[src/pkg/wwdt_pkg.sv]
/*
 package for the windowed watchdog: option byte layout, key and read values,
 register index map, timing constants. assumes a 100 MHz core clock.
*/
package wwdt_pkg;
  // option byte fields
  localparam int OPT_LOCK_BIT = 0;
  localparam int OPT_OVF_LSB = 1;
  localparam int OPT_OVF_W = 3;
  localparam int OPT_EN_BIT = 4;
  localparam int OPT_WIN_LSB = 5;
  localparam int OPT_WIN_W = 2;
  // counter base exponent: 2^(10+sel)
  localparam int OVF_BASE_EXP = 10;
  localparam int CNT_W = 18;
  // clear register values
  localparam logic [7:0] KEY_VAL = 8'hac;
  localparam logic [7:0] RD_VAL_ON = 8'h9a;
  localparam logic [7:0] RD_VAL_OFF = 8'h1a;
  // register addresses (word index on the plain port)
  localparam logic [3:0] ADDR_CLEAR = 4'h0;
  localparam logic [3:0] ADDR_CAUSE = 4'h1;
  localparam logic [3:0] ADDR_OSC_MODE = 4'h2;
  localparam logic [3:0] ADDR_MEM_SIZE = 4'h3;
  localparam logic [3:0] ADDR_COUNT = 4'h4;
  // bit positions
  localparam int CAUSE_WDT_BIT = 4;
  localparam int OSC_STOP_BIT = 1;
  // memory check: exempt region and size granularity
  localparam logic [15:0] EXEMPT_BASE = 16'hfb00;
  localparam int MEM_GRAN_SHIFT = 10;
  // internal reset pulse
  localparam int RST_PULSE_CYC = 4;
  // low-speed tick: nominal period in ns, from core clock period in ns
  localparam int CORE_PERIOD_NS = 10;
  localparam int LS_PERIOD_NS = 30000;
  localparam int LS_DIV_CYC = LS_PERIOD_NS / CORE_PERIOD_NS;
  typedef enum logic [2:0] {
    WWDT_IDLE = 3'b001,
    WWDT_RUN = 3'b010,
    WWDT_FIRE = 3'b100
  } wwdt_state_e;
endpackage

[src/hw/wwdt_window.sv]
/*
 window decode: from counter value and option fields, flags closed window
 and overflow. assumes counter counts up from zero in low-speed ticks.
*/
`timescale 1ns/1ps
module wwdt_window #(
  parameter int CW = wwdt_pkg::CNT_W
) (
  // count and option
  input wire logic [CW-1:0] count,
  input wire logic [2:0] ovf_sel,
  input wire logic [1:0] win_sel,
  // decode
  output logic win_closed,
  output logic ovf_hit
);
  logic [CW:0] period;
  logic [CW:0] close_len;
  always_comb begin
    // overflow period = 2^(10+sel) ticks
    period = (CW+1)'(1) << (wwdt_pkg::OVF_BASE_EXP + int'(ovf_sel));
    // closed part = (1 - open share) of period, at the start
    unique case (win_sel)
      2'h0: close_len = (period >> 1) + (period >> 2);
      2'h1: close_len = period >> 1;
      2'h2: close_len = period >> 2;
      default: close_len = '0;
    endcase
    win_closed = {1'b0, count} < close_len;
    // last tick before wrap still accepts a clear
    ovf_hit = {1'b0, count} >= period - (CW+1)'(1);
  end
endmodule

[src/hw/wwdt_top.sv]
/*
 windowed watchdog timer core: key clear register, window and overflow
 checks, illegal fetch/access detection, cause register.
 assumes option byte is stable around reset release and the cpu flags
 single-bit writes with bit_op. all inputs synchronous to core_clk.
*/
// Implementation choices: the address map and strobed register access.
`timescale 1ns/1ps
module wwdt_top #(
  parameter int CW = wwdt_pkg::CNT_W,
  parameter int LS_DIV = wwdt_pkg::LS_DIV_CYC
) (
  // clock, reset, enable
  input wire logic core_clk,
  input wire logic rst_b,
  input wire logic clk_en,
  // option byte
  input wire logic [7:0] option_byte,
  // register port
  input wire logic [3:0] reg_addr,
  input wire logic [7:0] reg_wdata,
  input wire logic reg_wr,
  input wire logic reg_rd,
  input wire logic bit_op,
  output logic [7:0] reg_rdata,
  // cpu bus watch
  input wire logic [15:0] fetch_addr,
  input wire logic fetch_valid,
  input wire logic [15:0] data_addr,
  input wire logic data_valid,
  // power modes
  input wire logic halt_mode,
  input wire logic stop_mode,
  input wire logic flash_selfprog,
  // reset request out
  output logic wdt_reset_req
);
  logic enable_q, enable_d;
  logic lock_q, lock_d;
  logic [2:0] ovf_sel_q, ovf_sel_d;
  logic [1:0] win_sel_q, win_sel_d;
  logic first_done_q, first_done_d;
  logic [CW-1:0] count_q, count_d;
  logic [15:0] div_q, div_d;
  logic osc_stop_q, osc_stop_d;
  logic [7:0] mem_size_q, mem_size_d;
  logic cause_q, cause_d;
  logic [7:0] rdata_q, rdata_d;
  logic [2:0] pulse_q, pulse_d;
  logic loaded_q, loaded_d;
  wwdt_pkg::wwdt_state_e state_q, state_d;
  logic win_closed, ovf_hit, tick, counting, fault, clr_wr;

  // area check: mem_size_q counts 1 KiB pages from address zero
  function automatic logic out_of_area(input logic [15:0] a, input logic [7:0] sz);
    logic [23:0] lim;
    lim = 24'(sz) << wwdt_pkg::MEM_GRAN_SHIFT;
    return 24'(a) >= lim;
  endfunction

  wwdt_window #(.CW(CW)) u_win (
    .count(count_q),
    .ovf_sel(ovf_sel_q),
    .win_sel(win_sel_q),
    .win_closed(win_closed),
    .ovf_hit(ovf_hit)
  );

  assign clr_wr = reg_wr && (reg_addr == wwdt_pkg::ADDR_CLEAR);
  // low-speed tick; counting ignores flash_selfprog on purpose
  assign tick = (div_q == 16'(LS_DIV - 1));
  // halt/stop or oscillator stop freeze only when not locked
  assign counting = (state_q == wwdt_pkg::WWDT_RUN) &&
    (lock_q || !(halt_mode || stop_mode || osc_stop_q));

  always_comb begin
    fault = 1'b0;
    if (state_q == wwdt_pkg::WWDT_RUN) begin
      if (clr_wr && bit_op) fault = 1'b1;
      if (clr_wr && reg_wdata != wwdt_pkg::KEY_VAL) fault = 1'b1;
      if (clr_wr && first_done_q && win_closed) fault = 1'b1;
      if (counting && tick && ovf_hit && !clr_wr) fault = 1'b1;
      if (fetch_valid && out_of_area(fetch_addr, mem_size_q)) fault = 1'b1;
      if (data_valid && data_addr < wwdt_pkg::EXEMPT_BASE &&
          out_of_area(data_addr, mem_size_q)) fault = 1'b1;
    end
  end

  always_comb begin
    enable_d = enable_q;
    lock_d = lock_q;
    ovf_sel_d = ovf_sel_q;
    win_sel_d = win_sel_q;
    loaded_d = 1'b1;
    first_done_d = first_done_q;
    count_d = count_q;
    div_d = div_q;
    osc_stop_d = osc_stop_q;
    mem_size_d = mem_size_q;
    cause_d = cause_q;
    pulse_d = pulse_q;
    state_d = state_q;
    rdata_d = 8'h00;
    // option byte sampled once after reset release
    if (!loaded_q) begin
      enable_d = option_byte[wwdt_pkg::OPT_EN_BIT];
      lock_d = option_byte[wwdt_pkg::OPT_LOCK_BIT];
      ovf_sel_d = option_byte[wwdt_pkg::OPT_OVF_LSB +: wwdt_pkg::OPT_OVF_W];
      win_sel_d = option_byte[wwdt_pkg::OPT_WIN_LSB +: wwdt_pkg::OPT_WIN_W];
    end
    // divider holds during freeze so the count resumes in place
    if (counting) begin
      div_d = tick ? 16'h0000 : div_q + 16'h0001;
      if (tick) count_d = count_q + CW'(1);
    end
    unique case (state_q)
      wwdt_pkg::WWDT_IDLE: begin
        if (loaded_q && enable_q) state_d = wwdt_pkg::WWDT_RUN;
      end
      wwdt_pkg::WWDT_RUN: begin
        if (fault) begin
          state_d = wwdt_pkg::WWDT_FIRE;
          pulse_d = 3'(wwdt_pkg::RST_PULSE_CYC - 1);
          cause_d = 1'b1;
        end else if (clr_wr) begin
          // divider also cleared, bounding drift to under a tick
          count_d = '0;
          div_d = 16'h0000;
          first_done_d = 1'b1;
        end
      end
      wwdt_pkg::WWDT_FIRE: begin
        if (pulse_q != 3'h0) pulse_d = pulse_q - 3'h1;
      end
      default: state_d = wwdt_pkg::WWDT_IDLE;
    endcase
    // other registers; cause flag clears by writing 0 to its bit, set wins
    if (reg_wr && !bit_op) begin
      unique case (reg_addr)
        wwdt_pkg::ADDR_OSC_MODE: osc_stop_d = reg_wdata[wwdt_pkg::OSC_STOP_BIT];
        wwdt_pkg::ADDR_MEM_SIZE: mem_size_d = reg_wdata;
        wwdt_pkg::ADDR_CAUSE: begin
          if (!reg_wdata[wwdt_pkg::CAUSE_WDT_BIT] && !fault) cause_d = 1'b0;
        end
        default: ;
      endcase
    end
    if (reg_rd) begin
      unique case (reg_addr)
        wwdt_pkg::ADDR_CLEAR: rdata_d = enable_q ? wwdt_pkg::RD_VAL_ON
                                                  : wwdt_pkg::RD_VAL_OFF;
        wwdt_pkg::ADDR_CAUSE: rdata_d = 8'(cause_q) << wwdt_pkg::CAUSE_WDT_BIT;
        wwdt_pkg::ADDR_OSC_MODE: rdata_d = 8'(osc_stop_q) << wwdt_pkg::OSC_STOP_BIT;
        wwdt_pkg::ADDR_MEM_SIZE: rdata_d = mem_size_q;
        wwdt_pkg::ADDR_COUNT: rdata_d = count_q[CW-1 -: 8];
        default: rdata_d = 8'h00;
      endcase
    end
  end

  // cause flag is reset to 0 by rst_b like every register is reset; otherwise only writing 0 to its bit clears it
  always_ff @(posedge core_clk) begin
    if (!rst_b) begin
      enable_q <= 1'b0;
      lock_q <= 1'b0;
      ovf_sel_q <= 3'h0;
      win_sel_q <= 2'h0;
      loaded_q <= 1'b0;
      first_done_q <= 1'b0;
      count_q <= '0;
      div_q <= 16'h0000;
      osc_stop_q <= 1'b0;
      mem_size_q <= 8'hff;
      cause_q <= 1'b0;
      rdata_q <= 8'h00;
      pulse_q <= 3'h0;
      state_q <= wwdt_pkg::WWDT_IDLE;
    end else if (clk_en) begin
      enable_q <= enable_d;
      lock_q <= lock_d;
      ovf_sel_q <= ovf_sel_d;
      win_sel_q <= win_sel_d;
      loaded_q <= loaded_d;
      first_done_q <= first_done_d;
      count_q <= count_d;
      div_q <= div_d;
      osc_stop_q <= osc_stop_d;
      mem_size_q <= mem_size_d;
      cause_q <= cause_d;
      rdata_q <= rdata_d;
      pulse_q <= pulse_d;
      state_q <= state_d;
    end
  end

  assign reg_rdata = rdata_q;
  // held until the system reset asserts rst_b
  assign wdt_reset_req = (state_q == wwdt_pkg::WWDT_FIRE);
endmodule

[config.mk]
export PLATFORM = sky130hd
export DESIGN_NAME = wwdt_top
export DESIGN_NICKNAME = d
export VERILOG_FILES = /design/src/pkg/wwdt_pkg.sv /design/src/hw/wwdt_window.sv /design/src/hw/wwdt_top.sv
export SDC_FILE = /design/constraint.sdc
export NUM_CORES = 1
export LEC_CHECK = 0
export ABC_AREA = 0
export ABC_CLOCK_PERIOD_IN_PS = 13000
export BUFFER_PORTS_ARGS = -buffer_cell sky130_fd_sc_hd__buf_2
export CAP_MARGIN = 20
export CORE_MARGIN = 5
export CORE_UTILIZATION = 64
export DETAILED_ROUTE_END_ITERATION = 7
export GPL_TIMING_DRIVEN = 0
export PLACE_DENSITY = 0.87
export SYNTH_ARGS = -nofsm -noshare
export SYNTH_HDL_FRONTEND = slang
export SYNTH_SLANG_ARGS = --single-unit
[constraint.sdc]
create_clock -name core_clk -period 13 [get_ports core_clk]
set_clock_uncertainty 0.2 [all_clocks]
set_input_delay 1.95 -clock core_clk [delete_from_list [all_inputs] [get_ports core_clk]]
set_output_delay 1.95 -clock core_clk [all_outputs]
set_load 0.01 [all_outputs]
==> results.yml <==
floorplanning:
  coreArea_um2: 8220
  die_x_um: 102
  rows: 33
  fp.dieArea_um2: 10400
  io_pins: 72
  die_h_um: 102
  start_util_pct: 65.7
setup_path:
  end_kind: "flip-flop"
  critical_path.top_delay_family: "compound AO/OA/AOI/OAI gates"
  worstPathBufferInverterCount: 3
  r2r-start: "ovf_sel_q[1]"
  rr_worst_depth: 23
  cp_slowest_cell: "nor4_1"
  crit_end: "count_q[8]"
  path_cells: "buf_2, inv_1, ha_1, nor4_1, ha_1, a21o_1, a31oi_1, o41ai_1, and3_1, o21ai_0, xor2_1, o21ai_0, a22oi_1, ha_1, nand4_1, nor2_1, o311ai_0, a221oi_1, o211a_4, nand2_2, o21ai_4, buf_4, nor2_1"
  rrSetupSlack_ns: 6.51
  crit_type: "reg2reg"
  critPathLaunch: "ovf_sel_q[1]"
  worst_path_largest_cell_delay_ns: 0.64
  crit_top_cell: "ha_1"
  cp.required_ns: 13.03
  critical_path_depth: 23
  rr_endpoint: "count_q[8]"
  cp_data_arrival_time_ns: 6.53
  startpoint_type: "flip-flop"
  path_max_fanout: 10
synth:
  synthCells: 665
  synth_edf_count: 0
  postSynth.asyncResetShare_pct: 0
  ys.flop_type: "dfxtp_1"
  netlist_area_um2: 5400
  yosys_warnings: 0
  netlist-cell-type-count: 69
  synth-seq-cells: 64
  avgSynthCellArea_um2: 8.11
  synth-seq-area-share_pct: 23.7
clocking:
  cts.sinks: 64
  cts_tree: "built"
  cts_resized: 0
  cts_setup_buffers: 0
  h-tree-depth: 3
  cts.reportedPaths.clkPinSlew_ns: 0.07
  cts_made_buffers: 9
  cts-root-buf: "clkbuf_8"
  clk_latency_ns: 0.35
  cts_hold_buffers: 0
  clockBufferDepth: 2
sta:
  fmax_mhz: 154
  rsz0062_at_grt: "no"
  slew_headroom_pct: 36.2
  period_needed_ns: 6.49
  hold_violations: 0
  whs_ns: 0.289
  setup_viol: 0
  drv_slew: 0
  setup_tns_ns: 0
  tightest_slew_ns: 0.953
  timing.final.crit_share_pct: 49.9
status:
  status: "finished clean"
route:
  routed_wl_mm: 14.6
  drc: 0
  via_per_inst: 6.08
  drtIter0Drc: 316
  vias: 5312
  wl_per_cell_um: 16.7
  ant_nets: 0
  first_pass_iters: 5
cells_and_area:
  design_area_um2: 6120
  drive_gt1_share_pct: 15.0
  final_core_util_pct: 74.5
  area_growth_pct: 13.5
  fill_cells: 637
  nNetsFinal: 903
  antennaDiodeCount: 0
global_routing:
  globalRouteOverflowTotal: 0
  grtUsageTotal_pct: 28.6
  grt_max_degree: 12
  grt_pass1_wl_mm: 23.9
  antenna_found_initial: 0
  grt_pass1_vias: 5171
place:
  portBuffers: 65
  gp_congestion: 0.918
  dpl.hpwl_mm: 11.4
  dpl_cell_area_um2: 5940
power_and_ir_drop:
  power_density_nw_per_um2: 73.9
  power_w: 0.000453
  power_leakage_nw: 2.76
  vdd_drop_max_mv: 0.0592
worst_hold_path:
  min_path_type: "reg2reg"
job:
  max_cap_violations: 0
synth_stat cells, drive strengths merged, types with 8 or more instances:
cell type	count	area share [%]
a21oi	36	3.5
clkbuf	14	1.0
nor2b	24	2.8
ha	77	18
mux2i	15	2.8
dfxtp	64	24
nand2	78	5.5
nand3	34	3.2
xor2	13	2.1
xnor2	18	2.9
inv	35	2.4
a31oi	8	0.93
nor3	11	1.0
and3	13	1.6
o21a	8	1.1
o21ai	29	2.9
nor2	57	4.2
o311ai	12	2.9
nand4	12	1.4
per-layer routing:
| layer | up-vias | share of wire (%) | GRT usage [%] |
|---|---|---|---|
| li1 | 2583 | - | - |
| met1 | 2460 | 41 | 35.5 |
| met2 | 219 | 50 | 49.3 |
| met3 | 50 | 6.3 | 4.51 |
| met4 | 0 | 2.9 | 11.8 |
| met5 | - | 0 | 0 |
cells in the final DEF, fill, tap and decap left out, drive strengths merged, types with 13 or more instances in the layout:
cell type,Yosys,final
nor2b,24,24
nand2,78,78
o21ai,29,29
and3,13,13
ha,77,77
a21oi,36,36
nor2,57,57
conb,2,24
xor2,13,13
inv,35,35
xnor2,18,18
clkbuf,14,24
mux2i,15,15
nand3,34,34
dfxtp,64,64
buf,7,72
worst min-delay path: cells and delay by family (launching register included):
family             cells  cell delay [ns]
AOI/OAI and AO/OA      1             0.07
DFF                    1             0.32
and+or+nand+nor        1             0.05
metrics by stage:
step                std cells  worst slack (ns)
floorplan                 687              7.92
global placement          857              6.85
detailed placement        857              6.66
CTS                       873              6.59
global route              873              6.16
finish                    873              6.51
registers in the layout, indices dropped and copies added, names as in the netlist:
name,flops
div_q,16
reg_rdata,8
win_sel_q,2
lock_q,1
enable_q,1
mem_size_q,8
osc_stop_q,1
ovf_sel_q,3
state_q,3
loaded_q,1
cause_q,1
count_q,18
first_done_q,1
worst min-delay path by stage:
stage | start | end | slack, ns | depth (start not counted)
6_report | cause_q | cause_q | 0.29 | 2
5_1_grt | cause_q | cause_q | 0.33 | 2
4_1_cts | cause_q | cause_q | 0.29 | 2
3_5_place_dp | cause_q | cause_q | 0.27 | 2
3_3_place_gp | loaded_q | loaded_q | 0.26 | 1
2_1_floorplan | cause_q | cause_q | 0.24 | 2
cell type report:
| type | count | area [µm²] | share of cell area [%] |
|---|---|---|---|
| buffer | 21 | 97.6 | 1.59 |
| inverter | 35 | 131 | 2.15 |
| sequential | 64 | 1280 | 20.9 |
| clock buffer | 10 | 128 | 2.08 |
| tap | 105 | 131 | 2.15 |
| multi-input combinational | 567 | 3970 | 64.8 |
| timing repair buffer | 65 | 325 | 5.31 |
| clock inverter | 6 | 60.1 | 0.981 |
power breakdown:
part / leakage [nW] / switching [W] / internal, W
sequential: 0.517 / 0.00000209 / 0.000198
combinational: 2.15 / 0.0000523 / 0.0000348
clock: 0.0920 / 0.0000779 / 0.0000875
total: 2.76 / 0.000132 / 0.000320
cell families (layout without fill, tap and decap cells):
kind of cell    Yosys count  count (layout)  synth area share, %
flops                    64              64                 23.7
simple gates            276             276                 26.9
buf+inv                  56             137                 4.24
other cells               2              24                0.139
compound gates          143             143                 19.1
mux                      16              16                 2.99
xor+xnor                 31              31                 5.03
fa+ha+maj                77              77                 17.9
Power figures use the tool's default switching activity.
